===== src/hw/pause_reset_pkg.sv =====
// Constants and types for the pause-release and reset sequencer.
// Assumes a 125 MHz pclk and an APB register bus with 8-bit addresses.
package pause_reset_pkg;
  // Timing: regulator wait 0.5 s, counted in pclk cycles.
  localparam int CLK_MHZ         = 125;
  localparam int REG_STAB_US     = 500000;
  localparam int REG_STAB_CYC    = REG_STAB_US * CLK_MHZ;
  localparam int INT_RST_CYC     = 1024;  // Internal reset wait, plain default.
  localparam int CNT_W           = 26;
  localparam int WAKE_VEC_CLKS   = 9;     // CPU clocks before vectored service.
  localparam int WAKE_RES_CLKS   = 1;     // CPU clocks before plain resume.
  localparam int DIV_SLOW        = 4;     // pclk per CPU clock, low speed.
  localparam int DIV_FAST        = 1;     // pclk per CPU clock, high speed.
  localparam int IRQ_NUM         = 8;
  // Register byte offsets.
  localparam logic [7:0] ADDR_PSW  = 8'h00;
  localparam logic [7:0] ADDR_PCC  = 8'h04;
  localparam logic [7:0] ADDR_MCC  = 8'h08;
  localparam logic [7:0] ADDR_REQ  = 8'h0C;
  localparam logic [7:0] ADDR_MASK = 8'h10;
  localparam logic [7:0] ADDR_STAT = 8'h14;
  // Field positions and reset values.
  localparam int PSW_IE_BIT    = 7;
  localparam int PCC_SPEED_BIT = 1;
  localparam logic [7:0] PSW_RST  = 8'h02;
  localparam logic [7:0] PCC_RST  = 8'h02;
  localparam logic [7:0] REQ_RST  = 8'h00;
  localparam logic [7:0] MASK_RST = 8'hFF;
  localparam logic [15:0] VEC_ADDR_LO = 16'h0000;
  // Control states of the sequencer.
  typedef enum logic [2:0] {
    ST_EXT_RESET, ST_WDT_RESET, ST_INT_WAIT, ST_REG_WAIT, ST_RUN, ST_PAUSE, ST_WAKE
  } state_type;
  // Strobes and levels toward the CPU core.
  typedef struct packed {
    logic        core_reset;    // Core held in reset.
    logic        cpu_clk_en;    // CPU clock gated on.
    logic        pc_valid;      // Program counter defined.
    logic        vector_fetch;  // Pulse: fetch start address.
    logic [15:0] vector_addr;   // Low byte address of reset vector.
    logic        service_start; // Pulse: begin vectored service.
    logic        service_nmi;   // Service is non-maskable.
    logic        resume_start;  // Pulse: resume at next address.
  } cpu_ctrl_type;
  // Oscillator and pad control.
  typedef struct packed {
    logic main_osc_run;
    logic sub_osc_run;
    logic ports_hiz;
  } osc_ctrl_type;
  // Values that peripherals load while the core reset stands.
  typedef struct packed {
    logic [7:0]  port_latch;
    logic [7:0]  port_direction_reg;
    logic [7:0]  serial_tx_shift_reg;
    logic [7:0]  serial_rx_buffer_reg;
    logic [7:0]  serial_mode_reg;
    logic [7:0]  serial_status_reg;
    logic [7:0]  baud_generator_control;
    logic [15:0] wide_timer_counter;
    logic [15:0] wide_capture_compare_a;
    logic [15:0] wide_capture_compare_b;
    logic [7:0]  narrow_timer_counter;
  } init_image_type;
  localparam init_image_type INIT_IMAGE = '{
    port_latch: 8'h00, port_direction_reg: 8'hFF,
    serial_tx_shift_reg: 8'hFF, serial_rx_buffer_reg: 8'hFF,
    serial_mode_reg: 8'h01, serial_status_reg: 8'h00,
    baud_generator_control: 8'h1F, wide_timer_counter: 16'h0000,
    wide_capture_compare_a: 16'h0000, wide_capture_compare_b: 16'h0000,
    narrow_timer_counter: 8'h00};
endpackage : pause_reset_pkg


===== src/hw/pause_release_and_reset_ctrl.sv =====
// Pause-release and reset sequencer with its APB control registers.
// Assumes interrupt, halt and watchdog inputs are synchronous to pclk;
// the reset pin is asynchronous and is synchronised here.
//
// Our own choices: register access over APB and the register offsets.
`timescale 1ns/1ns
// Functional notes
// - Unmasked request leaves pause; masked stays.
// - Global enable picks vectored service or resume.
// - Vectored service starts 9-10 CPU clocks later.
// - Plain resume starts 1-2 CPU clocks later.
// - Non-maskable request always leaves pause vectored.
// - Reset pin during pause does ordinary reset.
// - Reset comes from pin or watchdog overflow.
// - Both resets start at vector 0000H/0001H.
// - Reset and regulator wait: pins hi-Z, subclock on.
// - Reset gives low speed; bit 1 selects.
// - Pin low holds reset; then two waits.
// - External reset stops main oscillator, waits run it.
// - Watchdog reset lasts wait time, then 0.5 s.
// - Watchdog reset keeps prior main oscillator state.
// - Subsystem oscillator always runs, reset-immune.
// - Reset loads PROGRAM_STATUS_WORD, clock, port, interrupt values.
// - Reset loads serial unit values.
// - Reset clears timer counters and captures.
// - Only program counter undefined during reset.
// - Pause stops CPU clock, keeps oscillators, state.
module pause_release_and_reset_ctrl
  import pause_reset_pkg::*;
#(
  parameter int INT_RST_WAIT = INT_RST_CYC,   // Internal reset wait, pclk cycles.
  parameter int REG_STAB     = REG_STAB_CYC   // Regulator wait, pclk cycles.
) (
  // Clock and power-on reset.
  input  wire logic               pclk,
  input  wire logic               presetn,
  // APB slave.
  input  wire logic               psel,
  input  wire logic               penable,
  input  wire logic               pwrite,
  input  wire logic [7:0]         paddr,
  input  wire logic [31:0]        pwdata,
  output      logic [31:0]        prdata,
  output      logic               pready,
  output      logic               pslverr,
  // Reset sources.
  input  wire logic               reset_pin_n,
  input  wire logic               wdt_overflow,
  // Interrupt sources and CPU halt request.
  input  wire logic [IRQ_NUM-1:0] irq_req,
  input  wire logic               nmi_req,
  input  wire logic               halt_req,
  // Core, clock and reset-image outputs.
  output      cpu_ctrl_type       cpu_ctrl,
  output      osc_ctrl_type       osc_ctrl,
  output      init_image_type     init_image
);

  // Whole module state in one record.
  typedef struct packed {
    state_type          state;      // Sequencer state.
    logic [1:0]         pin_sync;   // Reset pin synchroniser.
    logic [CNT_W-1:0]   cnt;        // Wait counter.
    logic [1:0]         div;        // CPU clock divider.
    logic               slow_lat;   // Speed in force at pause entry.
    logic               mcc_pre;    // Main clock stop before watchdog reset.
    logic               wdt_cause;  // Last reset came from the watchdog.
    logic               wake_vec;   // Wake ends in vectored service.
    logic               wake_nmi;   // Wake caused by non-maskable request.
    logic [7:0]         program_status_word;        // program_status_word.
    logic [7:0]         processor_clock_control;        // processor_clock_control.
    logic               main_clock_stop_control;        // main_clock_stop_control.
    logic [IRQ_NUM-1:0] req;        // irq_request_flags.
    logic [IRQ_NUM-1:0] mask;       // irq_mask_flags.
    logic [31:0]        rdata;      // APB read data.
    logic               main_osc;   // Main oscillator enable.
    logic               pc_valid;   // Program counter defined.
    logic               fetch;      // Vector fetch pulse.
    logic               service;    // Service start pulse.
    logic               resume;     // Resume pulse.
    init_image_type     image;      // Peripheral reset image.
  } ctrl_state_type;

  localparam ctrl_state_type S_RESET = '{
    state: ST_EXT_RESET, pin_sync: 2'h0, cnt: '0, div: 2'h0, slow_lat: 1'b1,
    mcc_pre: 1'b0, wdt_cause: 1'b0, wake_vec: 1'b0, wake_nmi: 1'b0,
    program_status_word: PSW_RST, processor_clock_control: PCC_RST, main_clock_stop_control: 1'b0, req: REQ_RST, mask: MASK_RST,
    rdata: 32'h0000_0000, main_osc: 1'b0, pc_valid: 1'b0, fetch: 1'b0,
    service: 1'b0, resume: 1'b0, image: INIT_IMAGE};

  ctrl_state_type s;          // Current state.
  ctrl_state_type n;          // Next state.
  logic           tick;       // One CPU clock elapses this pclk.
  logic           unmasked;   // Some request has its mask cleared.
  logic           pin_high;   // Synchronised reset pin level.
  logic           wr_access;  // APB write in its access phase.

  // Reload value of the divider for a speed selection.
  function automatic logic [1:0] div_load(input logic slow);
    return slow ? 2'(DIV_SLOW - 1) : 2'(DIV_FAST - 1);
  endfunction : div_load

  // States in which the core is held in reset.
  function automatic logic in_reset(input state_type st);
    return (st == ST_EXT_RESET) || (st == ST_WDT_RESET) ||
           (st == ST_INT_WAIT) || (st == ST_REG_WAIT);
  endfunction : in_reset

  // Address decode, shared by write and error.
  function automatic logic addr_hit(input logic [7:0] a);
    return (a == ADDR_PSW) || (a == ADDR_PCC) || (a == ADDR_MCC) ||
           (a == ADDR_REQ) || (a == ADDR_MASK) || (a == ADDR_STAT);
  endfunction : addr_hit

  assign pin_high  = s.pin_sync[1];
  assign unmasked  = |(s.req & ~s.mask);
  assign wr_access = psel && penable && pwrite && addr_hit(paddr);
  assign tick      = (s.div == 2'h0);

  // Zero-wait slave; unmapped addresses answer with an error.
  assign pready  = 1'b1;
  assign pslverr = psel && penable && !addr_hit(paddr);
  assign prdata  = s.rdata;

  // All next-state logic of the sequencer and registers.
  always_comb begin
    n          = s;
    n.fetch    = 1'b0;
    n.service  = 1'b0;
    n.resume   = 1'b0;
    n.image    = INIT_IMAGE;
    n.pin_sync = {s.pin_sync[0], reset_pin_n};

    // The divider runs on the speed latched at pause entry while paused,
    // so a speed write cannot stretch an ongoing wake count.
    if (tick) begin
      if ((s.state == ST_PAUSE) || (s.state == ST_WAKE)) begin
        n.div = div_load(s.slow_lat);
      end else begin
        n.div = div_load(s.processor_clock_control[PCC_SPEED_BIT]);
      end
    end else begin
      n.div = s.div - 2'h1;
    end

    // Request flags: write one to clear, a new request wins over the clear.
    if (wr_access && (paddr == ADDR_REQ)) begin
      n.req = (s.req & ~pwdata[IRQ_NUM-1:0]) | irq_req;
    end else begin
      n.req = s.req | irq_req;
    end

    // Register writes.
    if (wr_access) begin
      case (paddr)
        ADDR_PSW:  n.program_status_word  = pwdata[7:0];
        ADDR_PCC:  n.processor_clock_control  = pwdata[7:0];
        ADDR_MCC:  n.main_clock_stop_control  = pwdata[0];
        ADDR_MASK: n.mask = pwdata[IRQ_NUM-1:0];
        default:   n.main_clock_stop_control  = s.main_clock_stop_control;
      endcase
    end

    // Read data is captured in the setup phase, ready for the access edge.
    if (psel && !penable && !pwrite) begin
      case (paddr)
        ADDR_PSW:  n.rdata = {24'h0000_00, s.program_status_word};
        ADDR_PCC:  n.rdata = {24'h0000_00, s.processor_clock_control};
        ADDR_MCC:  n.rdata = {31'h0000_0000, s.main_clock_stop_control};
        ADDR_REQ:  n.rdata = {{(32-IRQ_NUM){1'b0}}, s.req};
        ADDR_MASK: n.rdata = {{(32-IRQ_NUM){1'b0}}, s.mask};
        ADDR_STAT: n.rdata = {26'h000_0000, s.wdt_cause, s.pc_valid, 1'b0,
                              s.state};
        default:   n.rdata = 32'h0000_0000;
      endcase
    end

    // Sequencer.
    case (s.state)
      ST_EXT_RESET: begin
        // Held as long as the pin is low.
        if (pin_high) begin
          n.state = ST_INT_WAIT;
          n.cnt   = CNT_W'(INT_RST_WAIT - 1);
        end
      end
      ST_WDT_RESET, ST_INT_WAIT: begin
        // Watchdog reset lasts the internal reset wait time.
        if (s.cnt == '0) begin
          n.state = ST_REG_WAIT;
          n.cnt   = CNT_W'(REG_STAB - 1);
        end else begin
          n.cnt = s.cnt - 1'b1;
        end
      end
      ST_REG_WAIT: begin
        if (s.cnt == '0) begin
          n.state    = ST_RUN;
          n.fetch    = 1'b1;
          n.pc_valid = 1'b1;
        end else begin
          n.cnt = s.cnt - 1'b1;
        end
      end
      ST_RUN: begin
        // CPU stops its own clock; everything else keeps its value.
        if (halt_req) begin
          n.state    = ST_PAUSE;
          n.slow_lat = s.processor_clock_control[PCC_SPEED_BIT];
        end
      end
      ST_PAUSE: begin
        // Masked requests alone never release the pause.
        if (nmi_req || unmasked) begin
          n.state    = ST_WAKE;
          n.wake_nmi = nmi_req;
          n.wake_vec = nmi_req || s.program_status_word[PSW_IE_BIT];
          n.cnt      = (nmi_req || s.program_status_word[PSW_IE_BIT]) ?
                       CNT_W'(WAKE_VEC_CLKS) : CNT_W'(WAKE_RES_CLKS);
          // Restart the divider so every counted CPU clock is a whole one.
          n.div      = div_load(s.slow_lat);
        end
      end
      ST_WAKE: begin
        // Whole CPU clocks only, since the divider restarted at release.
        if (tick) begin
          if (s.cnt == CNT_W'(1)) begin
            n.state = ST_RUN;
            if (s.wake_vec) begin
              n.service            = 1'b1;
              n.program_status_word[PSW_IE_BIT]    = 1'b0;
            end else begin
              n.resume = 1'b1;
            end
          end else begin
            n.cnt = s.cnt - 1'b1;
          end
        end
      end
      default: n.state = ST_EXT_RESET;
    endcase

    // A watchdog overflow inside a reset state is dropped: the wait already
    // in progress ends in the same reset exit.
    // Reset sources override everything; the pin has priority.
    if (!pin_high) begin
      n.state     = ST_EXT_RESET;
      n.wdt_cause = 1'b0;
    end else if (wdt_overflow && !in_reset(s.state)) begin
      n.state     = ST_WDT_RESET;
      n.cnt       = CNT_W'(INT_RST_WAIT - 1);
      n.mcc_pre   = s.main_clock_stop_control;
      n.wdt_cause = 1'b1;
    end

    // Forcing from n.state rather than s.state makes the values hold from the
    // very first reset cycle, which the reset-value check relies on.
    // Both reset kinds load the same values from the first reset cycle on.
    if (in_reset(n.state)) begin
      n.program_status_word      = PSW_RST;
      n.processor_clock_control      = PCC_RST;
      n.main_clock_stop_control      = 1'b0;
      n.req      = REQ_RST;
      n.mask     = MASK_RST;
      n.pc_valid = 1'b0;
    end

    // Main oscillator: stopped under the pin, prior state under watchdog.
    case (n.state)
      ST_EXT_RESET: n.main_osc = 1'b0;
      ST_WDT_RESET: n.main_osc = !n.mcc_pre;
      ST_INT_WAIT:  n.main_osc = 1'b1;
      ST_REG_WAIT:  n.main_osc = 1'b1;
      default:      n.main_osc = !n.main_clock_stop_control;
    endcase
  end

  // The synchroniser lives in the record too; only its second stage is read.
  // State register; power-on reset loads constants only.
  always_ff @(posedge pclk or negedge presetn) begin
    if (!presetn) begin
      s <= S_RESET;
    end else begin
      s <= n;
    end
  end

  // Pads follow the core reset, so they stay hi-Z through both waits.
  // Outputs toward core, pads and oscillators.
  assign cpu_ctrl.core_reset    = in_reset(s.state);
  assign cpu_ctrl.cpu_clk_en    = (s.state == ST_RUN);
  assign cpu_ctrl.pc_valid      = s.pc_valid;
  assign cpu_ctrl.vector_fetch  = s.fetch;
  assign cpu_ctrl.vector_addr   = VEC_ADDR_LO;
  assign cpu_ctrl.service_start = s.service;
  assign cpu_ctrl.service_nmi   = s.wake_nmi;
  assign cpu_ctrl.resume_start  = s.resume;
  assign osc_ctrl.main_osc_run  = s.main_osc;
  assign osc_ctrl.sub_osc_run   = 1'b1;
  assign osc_ctrl.ports_hiz     = in_reset(s.state);
  assign init_image             = s.image;

  // Slow vectored window in pclk cycles: nine to ten CPU clocks.
  localparam int SLOW_VEC_LO = WAKE_VEC_CLKS * DIV_SLOW;
  localparam int SLOW_VEC_HI = (WAKE_VEC_CLKS + 1) * DIV_SLOW;
endmodule : pause_release_and_reset_ctrl


===== config.mk =====
export PLATFORM = sky130hd
export DESIGN_NAME = pause_release_and_reset_ctrl
export DESIGN_NICKNAME = d
export VERILOG_FILES = /design/src/hw/pause_reset_pkg.sv /design/src/hw/pause_release_and_reset_ctrl.sv
export SDC_FILE = /design/constraint.sdc
export NUM_CORES = 1
export LEC_CHECK = 0
export ABC_AREA = 1
export BUFFER_PORTS_ARGS = -buffer_cell sky130_fd_sc_hd__buf_4
export CAP_MARGIN = 15
export CORE_MARGIN = 3
export CORE_UTILIZATION = 55
export DETAILED_ROUTE_END_ITERATION = 8
export PLACE_DENSITY = 0.95
export SLEW_MARGIN = 20
export SYNTH_ARGS = -nofsm -noshare
export SYNTH_HDL_FRONTEND = slang
export SYNTH_SLANG_ARGS = --single-unit

===== constraint.sdc =====
create_clock -name pclk -period 4 [get_ports pclk]
set_input_delay 0.2 -clock pclk [delete_from_list [all_inputs] [get_ports pclk]]
set_output_delay 0.2 -clock pclk [all_outputs]
set_load 0.03 [all_outputs]

**After elaboration in Yosys (flattened, before gate mapping)**

Cells that the tools add are included.

- Add/sub/neg operators: 2
- Equal/unequal tests: 16
- Multiplexer cells: 49
- Bitwise gates (word level): 6
- Reduce and logical (&&, ||, !) cells: 48

Operator list:

| cell | count |
|---|---|
| $mux 26 | 7 |
| $pmux 26 s5 | 1 |
| $pmux 8 s6 | 1 |
| $mux 8 | 5 |
| $mux 33 | 1 |
| $mux 28 | 1 |
| $eq 26x1->1 const B | 1 |
| $logic_not 26->1 | 1 |
| $sub 26x1->26 const B | 1 |
| $mux 3 | 8 |
| $mux 2 | 11 |
| $pmux 3 s6 | 1 |
| $mux 17 | 1 |
| $and 8x8->8 | 2 |
| $eq 8x4->1 const B | 2 |
| $eq 8x5->1 const B | 2 |
| $not 8->8 | 2 |
| $or 8x8->8 | 2 |
| $logic_or 1x1->1 | 14 |
| $eq 3x2->1 const B | 4 |
| $reduce_and 2->1 | 6 |
| $reduce_bool 2->1 | 6 |
| $mux 1 | 10 |
| $eq 3x3->1 const B | 3 |
| 13 further kinds | 28 |

- Bits in registers: 108
- Input bits: 57
- Output and inout port bits: 172
- Logic and storage cells: 142

**Depth between registers and ports, before layout**

Gate-level depths: netlist (run 1).

- Depth in word-level cells: 15
- Depth in mapped cells: 13
- Gate-level depth less buffers: 13

**Worst setup path before layout (run 1)**

Ideal clock, no wire load.

- Path type: reg-to-reg
- From: register s[219] (netlist bit)
- To: register s[213] (netlist bit)
- Library setup time: 121 ps
- Arrival time: 1936 ps
- Data required time: 3879 ps
- Setup slack: 1942 ps
- Stages on the path, launching flop included: 9
- Path buffers: 1
- Period minus slack after synthesis: 2058 ps
- Path through: dfrtp_1 -> inv_1 -> nor2_1 -> inv_1 -> nand2_1 -> inv_1 -> clkbuf_1 -> o21ai_0 -> nor2_1

RTL lines:

| what | RTL line | source |
|---|---|---|
| from (decl) | pause_release_and_reset_ctrl.sv:91 | `ctrl_state_type s;` |
| from (signal assigned) | pause_release_and_reset_ctrl.sv:284 | `s <= n;` |

==> results.cfg, run 1 <==
[cts]
cts_buffers = 9
cts_sinks = 84
htreeDepth = 3
clk_latency_ns = 0.35
cts_root_buf = clkbuf_16
cts_resized = 0
clockBufferDepth = 2
cts.clk_slew.worst_paths_ns = 0.07
cts_tree = yes

[place]
place_area_um2 = 6420
gp_congestion = 0.973
port_buffers = 50
hpwl_um = 11700
place_ws_ns = 1.40

[sta]
fmax_mhz = 370
timing.final.crit_period_ns = 2.71
period_share_pct = 67.6
setup_slack_ns = 1.29
finalSetupViolCount = 0
hold_viol = 0
holdWs_ns = 0.0690
max_slew_margin_pct = 48.4
clock_skew_ns = 0.00700
drv_slew = 0
max_slew.worst_pin.slew_ns = 0.774
fin_setup_tns_ns = 0
rsz0062_at_grt = no

[worst_setup_path]
critPathKind = register to register
end_kind = register
start_kind = register
path_max_fanout = 17
reg2reg_from = s[217]$_DFF_PN0_
worstPathArrival_ns = 2.99
required_ns = 4.29
critPathLaunch = s[217]$_DFF_PN0_

[synthesis]
synth-edff-count = 0
synth_compound_area_share_pct = 13.5
synthSimpleGateAreaFrac_pct = 26.4
syn_inst = 931
yosysWarningCount = 0
synthFlopType = dfrtp_1
synth.avg_cell_area_um2 = 7.10
synth.distinct_cells = 45
synth-async-reset-ratio_pct = 100
synth_top_family_by_area = simple AND/OR/NAND/NOR gates
synth_seq_cells = 84
netlist_area_um2 = 6610
yosys-mux-area-fraction_pct = 0
yosys.area_share.adder_pct = 0.757
synth-xor-area-share_pct = 1.86
synth_seq_area_share_pct = 32.0

[layout]
final_layout_size_suffix_gt1_share_pct = 11.7
fin_nets = 1030
syn_to_final_growth_pct = 1.93
finalInstanceArea_um2 = 6740
insertedDiodeCount = 0
n_fill_cell = 1084

[die]
core_um2 = 11600
start_util_pct = 57.2
die_w_um = 116
die_height_um = 116
die_area_um2 = 13400
std_cell_rows = 39
io_pins = 229

[pwr]
p_per_area_nw_per_um2 = 316
p_leak_nw = 3.59
peakVddDrop_uv = 214

[flow_run]
maxCapViolations = 0

[drt]
finalWirelength_um = 15500
drtIter0Drc = 485
post_drt_via_cell_ratio = 5.07
wl_per_cell_um = 13.9
vias = 5658
drtPass1Iterations = 5
drcViolationCount = 0
ant_nets = 0

[global_route]
grt_overflow_total = 0
grt_antenna_before_repair = 0
gr-usage-all-layers_pct = 22.8
grt_pass1_wl_um = 24200
grt_pass1_vias = 5121
grt_max_degree = 85

[status]
status = finished clean

[hold_path]
min_from = irq_req[3]
hold_class = input pin to register
## state kept, by name, indices dropped and copies added, names as in the netlist
register / cells
s: 68
prdata: 8
pin_high: 1
n: 1
cpu_ctrl: 5
osc_ctrl: 1
## critical path, cell delays in order, from the launching register on
cell,delay (ns)
dfrtp_1,0.50
nor2_1,0.21
inv_1,0.06
nor2_1,0.23
inv_1,0.07
nand2_1,0.50
inv_1,0.43
nand3_1,0.33
nand2_1,0.10
nand3_1,0.10
nand2_1,0.05
inv_1,0.06
## cell type report
cell class / instances / area [µm²] / share of cell area (%)
Inverter: 95 / 358 / 5.31
Multi-Input combinational cell: 726 / 3390 / 50.3
Tap cell: 143 / 179 / 2.66
Clock buffer: 10 / 229 / 3.40
Sequential cell: 84 / 2120 / 31.4
Clock inverter: 5 / 62.6 / 0.929
Timing Repair Buffer: 53 / 407 / 6.04
## cell families (layout without fill, tap and decap cells)
kind of cell / Yosys count / count (layout)
and+or+nand+nor: 394 / 394
buffers and inverters: 273 / 163
AOI/OAI and AO/OA: 160 / 160
DFF: 84 / 84
xor gates and xnor gates: 14 / 14
adders and majority gates: 4 / 4
other: 2 / 154
## per-layer routing
layer / share of wire [%] / wire length [µm] / track usage (%) / vias up
li1: - / - / - / 2751
met1: 38 / 5950 / 27.4 / 2596
met2: 50 / 7730 / 39.0 / 260
met3: 7.8 / 1220 / 4.60 / 51
met4: 3.9 / 609 / 11.1 / 0
met5: 0 / 0 / 0 / -
## placed cells by master (no fill, tap or decap), types with 2 or more instances in the layout
cell type      synthesis  layout
nand2_2                9       9
nand4_1               14      14
o2111ai_1              2       2
and2_1                 2       2
nand3_2                3       3
a21boi_0               5       5
o21bai_1               2       2
dlygate4sd3_1          0       2
o221ai_1               2       2
dfrtp_1               73      73
ha_1                   4       4
dfstp_2               11      11
xnor2_1                2       2
a31oi_1                6       6
inv_1                 92      92
xor2_1                12      12
clkinvlp_4             0       2
nand2_4                3       3
nor3_1                 7       7
clkbuf_16              0       9
conb_1                 2     154
o22ai_1                5       5
nor2_2                11      11
nand2_1              195     195
nor2_4                 6       6
nand3_1               48      48
o21ai_0               69      69
o21ai_1                4       4
a21oi_1               53      53
nor2_1                92      92
o211ai_1               6       6
o21ai_2                2       2
buf_4                169      50
## power by group
| group | total [mW] | leakage, nW | internal [mW] | switching [mW] |
|---|---|---|---|---|
| sequential | 0.899 | 1.10 | 0.869 | 0.0291 |
| combinational | 0.390 | 2.36 | 0.0719 | 0.318 |
| clock | 0.841 | 0.135 | 0.484 | 0.357 |
| total | 2.13 | 3.59 | 1.43 | 0.704 |
## synth_stat cells, drive strengths merged (3+ instances only)
library cell / number / share of area (%)
a21boi: 5 / 0.57
a21oi: 54 / 4.3
a31oi: 6 / 0.57
and2: 3 / 0.28
buf: 174 / 20
clkbuf: 4 / 0.23
dfrtp: 73 / 28
dfstp: 11 / 4.4
ha: 4 / 0.76
inv: 93 / 5.3
nand2: 207 / 12
nand3: 51 / 4.1
nand4: 14 / 1.3
nor2: 109 / 7.3
nor3: 8 / 0.78
o211ai: 6 / 0.68
o21ai: 75 / 5.8
o22ai: 5 / 0.47
xor2: 12 / 1.6
## final timing paths
kind	to	slack, ns	depth (start not counted)
max	s[214]$_DFF_PN0_	1.29	11
min	s[160]$_DFF_PN0_	0.07	3
max reg2reg	s[214]$_DFF_PN0_	1.29	11
min reg2reg	pin_high$_DFF_PN0_	0.35	0
max in group asynchronous	cpu_ctrl[19]$_DFF_PN0_	2.98	2
min in group asynchronous	s[206]$_DFF_PN0_	0.45	2
## through the flow
step                util, %  total power, mW  instances
floorplan                 -             1.33       1083
global route           58.3             2.22       1116
detailed placement     55.5             1.29       1099
CTS                    58.1             2.13       1115
global placement       55.5             1.29       1099
finish                 58.3             2.13       1116
## timing repair
item                                   CTS  global route
setup endpoints to repair                0             0
setup buffers                            0             0
endpoints found under the hold margin    1            31
hold buffers                             1             1
Note: power is estimated with default switching activity, not from simulation.
==> run 2: changes to the inputs <==
--- a/config.mk
+++ b/config.mk
@@ -9,9 +9,9 @@
 export BUFFER_PORTS_ARGS = -buffer_cell sky130_fd_sc_hd__buf_4
 export CAP_MARGIN = 15
 export CORE_MARGIN = 3
-export CORE_UTILIZATION = 55
+export CORE_UTILIZATION = 52
 export DETAILED_ROUTE_END_ITERATION = 8
-export PLACE_DENSITY = 0.95
+export PLACE_DENSITY = 0.91
 export SLEW_MARGIN = 20
 export SYNTH_ARGS = -nofsm -noshare
 export SYNTH_HDL_FRONTEND = slang
==> constraint.sdc (replaced) <==
create_clock -name pclk -period 2.6 [get_ports pclk]
set_input_delay 0.13 -clock pclk [delete_from_list [all_inputs] [get_ports pclk]]
set_output_delay 0.13 -clock pclk [all_outputs]
set_load 0.03 [all_outputs]
==> run 2 against run 1 <==
  * Sequential share of layout area decreased by 0.53 points
  * Clock skew shrank 0.00084 ns
  * Utilization is 2.1 points lower
  * Sequential power grew 54%
  * Die area rose by 5.5%
  * Largest power group unchanged
  * Count of clock-buffer cells in the layout fell by 1
==> results.cfg, run 2 (synthesis results as in run 1) <==
[sta]
hold_viol = 0
holdWs_ns = 0.0114
max_slew_margin_pct = 61.6
finalSetupViolCount = 0
max_slew.worst_pin.slew_ns = 0.573
clock_skew_ns = 0.00616
fin_setup_tns_ns = 0
setup_slack_ns = 0.202
rsz0062_at_grt = no
timing.final.crit_period_ns = 2.40
drv_slew = 0
period_share_pct = 92.2
fmax_mhz = 417

[hold_path]
hold_class = input pin to register
min_from = irq_req[3]

[global_route]
grt_max_degree = 49
busiest_layer = met2
grt_overflow_total = 0
use_met3_pct = 5.22
grt_pass1_wl_um = 25400
globalRouteMet1Util_pct = 26.1
grt_use_met2_pct = 36.9
grt_antenna_before_repair = 0
grt_pass1_vias = 5336
gr-usage-all-layers_pct = 22.0

[pwr]
peakVddDrop_uv = 399
p_int_mw = 2.12
p_leak_nw = 3.64
p_sw_share_pct = 34.7
finalPower_mw = 3.24
p_switching_mw = 1.13
p_per_area_nw_per_um2 = 473
power_frac_seq_pct = 42.7
power_frac_clock_pct = 38.4
p_comb_share_pct = 18.9

[layout]
most-common-layout-cells = 195 x nand2_1, 154 x conb_1, 92 x nor2_1, 92 x inv_1, 73 x dfrtp_1
post-route-util_pct = 56.1
largest_reg_flops = 68
top_register = s
insertedDiodeCount = 0
layout_commonest_cell = nand2_1
fin_nets = 1040
syn_to_final_growth_pct = 3.69
layout.cells.non_filler = 1152
final_layout_size_suffix_gt1_share_pct = 12.4
finalInstanceArea_um2 = 6850

[drt]
drtIter0Drc = 401
wl_per_cell_um = 14.0
drcViolationCount = 0
drtPass1Iterations = 6
post_drt_via_cell_ratio = 5.05
ant_nets = 0
finalWirelength_um = 16100
vias = 5813

[die]
die_height_um = 119
start_util_pct = 54.1
die_area_um2 = 14100
io_pins = 229
std_cell_rows = 40
core_um2 = 12200
die_w_um = 119

[cts]
clockBufferDepth = 2
cts_sinks = 84
cts_setup_buffers = 0
cts_resized = 0
htreeDepth = 3
cts_root_buf = clkbuf_16
cts_buffers = 9
cts_tree = yes
cts.clk_slew.worst_paths_ns = 0.07
hold_buffers = 6
clk_latency_ns = 0.35

[worst_setup_path]
critPathKind = register to register
required_ns = 2.87
rrSetupSlack_ns = 0.20
r2r_end = s[153]$_DFFE_PN1P_
reg2reg_from = s[189]$_DFF_PN0_
critical_path.cell_chain = inv_1 > ha_1 > nand2_1 > nor2_2 > nand2_2 > nor2_4 > nand2_4 > nand2_4 > nand2_4 > a21oi_4 > nand2_1 > o21ai_0
r2r_cells = 12
end_kind = register
path_max_fanout = 17
crit_end = s[153]$_DFFE_PN1P_
cp_slowest_cell = a21oi_4
critical_path.max_stage_delay_ns = 0.44
worstPathArrival_ns = 2.66
critPathLaunch = s[189]$_DFF_PN0_
crit_path_frequent_cell = nand2_4
start_kind = register

[status]
status = finished clean

[place]
hpwl_um = 12000
place_area_um2 = 6510
gp_congestion = 0.959
place_ws_ns = 0.274
placed_cells = 1130
port_buffers = 50

[flow_run]
maxCapViolations = 0
[run 2: cell types whose count changed in the layout (fill, tap and decap cells not counted), sizes merged]
cell / before / now
buf: 51 / 57
dlygate4sd3: 2 / 6
inv: 94 / 96
bufinv: 1 / 0
clkbuf: 10 / 9
clkinv: 3 / 4
[run 2: cell type report]
cell class,count,area (µm²)
fillers,1121,5360
well taps,168,210
repair buffers,63,500
inverters,95,358
clock inverters,7,57.6
flip-flops and latches,84,2120
clock buffers,9,225
multi-input cells,726,3390
[run 2: power by group through the flow]
stage | clock (mW) | combinational [mW] | sequential (mW)
after global placement | 0 | 0.584 | 1.40
after detailed placement | 0 | 0.592 | 1.41
after CTS | 1.26 | 0.600 | 1.38
final | 1.25 | 0.612 | 1.38
after global routing | 1.31 | 0.660 | 1.39
after floorplan | 0 | 0.651 | 1.40
[run 2: how the worst min path moves through the flow]
stage | endpoint | slack (ns) | cells after the start
finish | s[160]$_DFF_PN0_ | 0.01 | 3
floorplan | cpu_ctrl[0]$_DFF_PN0_ | -0.17 | 0
CTS | s[160]$_DFF_PN0_ | 0.003 | 3
detailed placement | s[203]$_DFF_PN0_ | 0.13 | 1
global route | s[160]$_DFF_PN0_ | 0.01 | 3
global placement | s[207]$_DFF_PN0_ | 0.12 | 1
[run 2: worst max-delay path: cells and delay by family (launching register included)]
| family | cells | cell delay (ns) |
|---|---|---|
| AND/OR/NAND/NOR | 8 | 0.91 |
| AO/OA/AOI/OAI | 2 | 0.55 |
| flip-flops | 1 | 0.42 |
| buffers and inverters | 1 | 0.21 |
| adder cells (fa/ha/maj) | 1 | 0.21 |
[run 2: per-layer routing]
metal	share of wire [%]	routed length (µm)	vias to the layer above
li1	-	-	2779
met1	37	6040	2661
met2	50	8050	312
met3	8.7	1400	61
met4	4.0	652	0
met5	0	0	-
==> run 3: changes to the inputs <==
--- a/config.mk
+++ b/config.mk
@@ -6,12 +6,12 @@
 export NUM_CORES = 1
 export LEC_CHECK = 0
 export ABC_AREA = 1
-export BUFFER_PORTS_ARGS = -buffer_cell sky130_fd_sc_hd__buf_4
 export CAP_MARGIN = 15
-export CORE_MARGIN = 3
-export CORE_UTILIZATION = 52
+export CORE_MARGIN = 2
+export CORE_UTILIZATION = 55
 export DETAILED_ROUTE_END_ITERATION = 8
-export PLACE_DENSITY = 0.91
+export DONT_BUFFER_PORTS = 1
+export PLACE_DENSITY = 0.78
 export SLEW_MARGIN = 20
 export SYNTH_ARGS = -nofsm -noshare
 export SYNTH_HDL_FRONTEND = slang
==> constraint.sdc (replaced) <==
create_clock -name pclk -period 2.6 [get_ports pclk]
set_input_delay 0.65 -clock pclk [delete_from_list [all_inputs] [get_ports pclk]]
set_output_delay 0.65 -clock pclk [all_outputs]
set_load 0.03 [all_outputs]
==> run 3 against run 2 <==
  * Total power up 0.29%
  * Clock power up 6%
  * Non-clock buffer count down 53
  * Sequential power about the same
  * Worst setup slack better by 0.076 ns
  * Combinational power down 11%
  * Wire length down 6.0%
  * Utilization down 1.9 points
  * Sequential share of layout area up 2.0 points
  * Die area down 8.4%
==> results.cfg, run 3 (synthesis results as in run 1) <==
[die]
io_pins = 229
die_height_um = 114
die_area_um2 = 12900
start_util_pct = 55.7
core_um2 = 11900
std_cell_rows = 40
die_w_um = 114

[cts]
cts_buffers = 9
cts_root_buf = clkbuf_16
cts.clk_slew.worst_paths_ns = 0.07
cts_setup_buffers = 0
clk_latency_ns = 0.36
cts_tree = yes
htreeDepth = 3
clockBufferDepth = 2
cts_sinks = 84

[place]
hpwl_um = 11100
gp_congestion = 0.928
port_buffers = 0
placed_cells = 1061

[sta]
max_slew_margin_pct = 62.9
fin_setup_tns_ns = 0
timing.final.crit_period_ns = 2.32
period_share_pct = 89.3
drv_slew = 0
hold_viol = 0
rsz0062_at_grt = no
max_slew.worst_pin.slew_ns = 0.555
finalSetupViolCount = 0
fmax_mhz = 431
clock_skew_ns = 0.00805

[worst_setup_path]
critical_path.cell_chain = inv_1 > ha_1 > nand2_1 > nor2_2 > nand2_2 > nor2_4 > nand2_4 > nand2_4 > nand2_4 > a21oi_4 > nand2_1 > o21ai_1
start_kind = register
r2r_end = s[149]$_DFFE_PN1P_
rrSetupSlack_ns = 0.28
critPathKind = register to register
end_kind = register
r2r_cells = 12
path_max_fanout = 17
crit_path_frequent_cell = nand2_4
cp_slowest_cell = dfrtp_1
required_ns = 2.88
reg2reg_from = s[189]$_DFF_PN0_
critPathLaunch = s[189]$_DFF_PN0_
worstPathArrival_ns = 2.60
critical_path.max_stage_delay_ns = 0.42

[layout]
largest_reg_flops = 68
top_register = s
layout_commonest_cell = nand2_1
fin_nets = 987
most-common-layout-cells = 195 x nand2_1, 154 x conb_1, 92 x nor2_1, 92 x inv_1, 73 x dfrtp_1
layout.cells.non_filler = 1078
insertedDiodeCount = 0
final_layout_size_suffix_gt1_share_pct = 8.06
syn_to_final_growth_pct = -2.63

[global_route]
gr-usage-all-layers_pct = 23.3
grt_pass1_vias = 4790
grt_overflow_total = 0
grt_max_degree = 74
grt_antenna_before_repair = 0
grt_pass1_wl_um = 23700

[pwr]
peakVddDrop_uv = 543
finalPower_mw = 3.25
p_leak_nw = 3.40
p_per_area_nw_per_um2 = 505

[drt]
vias = 5410
wl_per_cell_um = 14.1
drtPass1Iterations = 5
drtIter0Drc = 439
post_drt_via_cell_ratio = 5.02
drcViolationCount = 0
ant_nets = 0
finalWirelength_um = 15200

[status]
status = finished clean

[flow_run]
maxCapViolations = 0

[hold_path]
hold_class = input pin to async pin
## run 3: changes by cell type in the layout (fill, tap and decap cells not counted)
cell	change
clkinvlp_4	-2
clkinv_4	-1
dlygate4sd3_1	-6
buf_12	-1
buf_4	-47
inv_6	+1
clkinv_2	-1
buf_16	+1
inv_8	+3
## run 3: report_power, final
group / leakage, nW / internal (mW) / switching [mW]
logic: 2.15 / 0.0793 / 0.465
registers: 1.10 / 1.34 / 0.0503
clock network: 0.149 / 0.686 / 0.635
total: 3.40 / 2.10 / 1.15
## run 3: per-stage QoR
step | util (%) | worst slack [ns] | cell area (µm²) | hold WS, ns
floorplan | - | 0.542 | 7180 | 0.331
global placement | 51.5 | 0.352 | 6110 | 0.335
detailed placement | 51.5 | 0.318 | 6110 | 0.340
CTS | 54.3 | 0.299 | 6440 | 0.125
global route | 54.3 | 0.0789 | 6440 | 0.118
finish | 54.3 | 0.279 | 6440 | 0.136
## run 3: metal layers
metal / wire length [µm] / track usage [%] / part of all wire, % / vias to the layer above
met4: 437 / 9.02 / 2.9 / 0
li1: - / - / - / 2658
met5: 0 / 0 / 0 / -
met1: 6070 / 28.8 / 40 / 2506
met3: 1100 / 6.54 / 7.2 / 34
met2: 7580 / 38.8 / 50 / 212
## run 3: cell type report
class | instances | area (µm²)
tap | 147 | 184
multi-input combinational | 726 | 3390
clock buffer | 9 | 225
clock inverter | 7 | 71.3
sequential | 84 | 2120
timing repair buffer | 10 | 95.1
fill | 1139 | 5430
inverter | 95 | 358
## run 3: timing repair
item | in CTS | in global routing
resized for setup | 0 | 0
setup endpoints to repair | 0 | 0
hold buffers | 1 | 0
hold endpoints to repair | 73 | 0
## run 3: worst max-delay path: cells and delay by family (launching register included)
family / cells / cell delay [ns]
AND/OR/NAND/NOR: 8 / 0.90
AO/OA/AOI/OAI: 2 / 0.51
flip-flops: 1 / 0.42
buffers and inverters: 1 / 0.20
adder cells (fa/ha/maj): 1 / 0.20
## run 3: worst max-delay path by stage
stage	to	depth (start not counted)
after floorplan	s[213]$_DFF_PN0_	8
after global placement	s[156]$_DFFE_PN1P_	12
after detailed placement	s[149]$_DFFE_PN1P_	12
after CTS	s[149]$_DFFE_PN1P_	12
after global routing	s[151]$_DFFE_PN1P_	12
final	s[149]$_DFFE_PN1P_	12
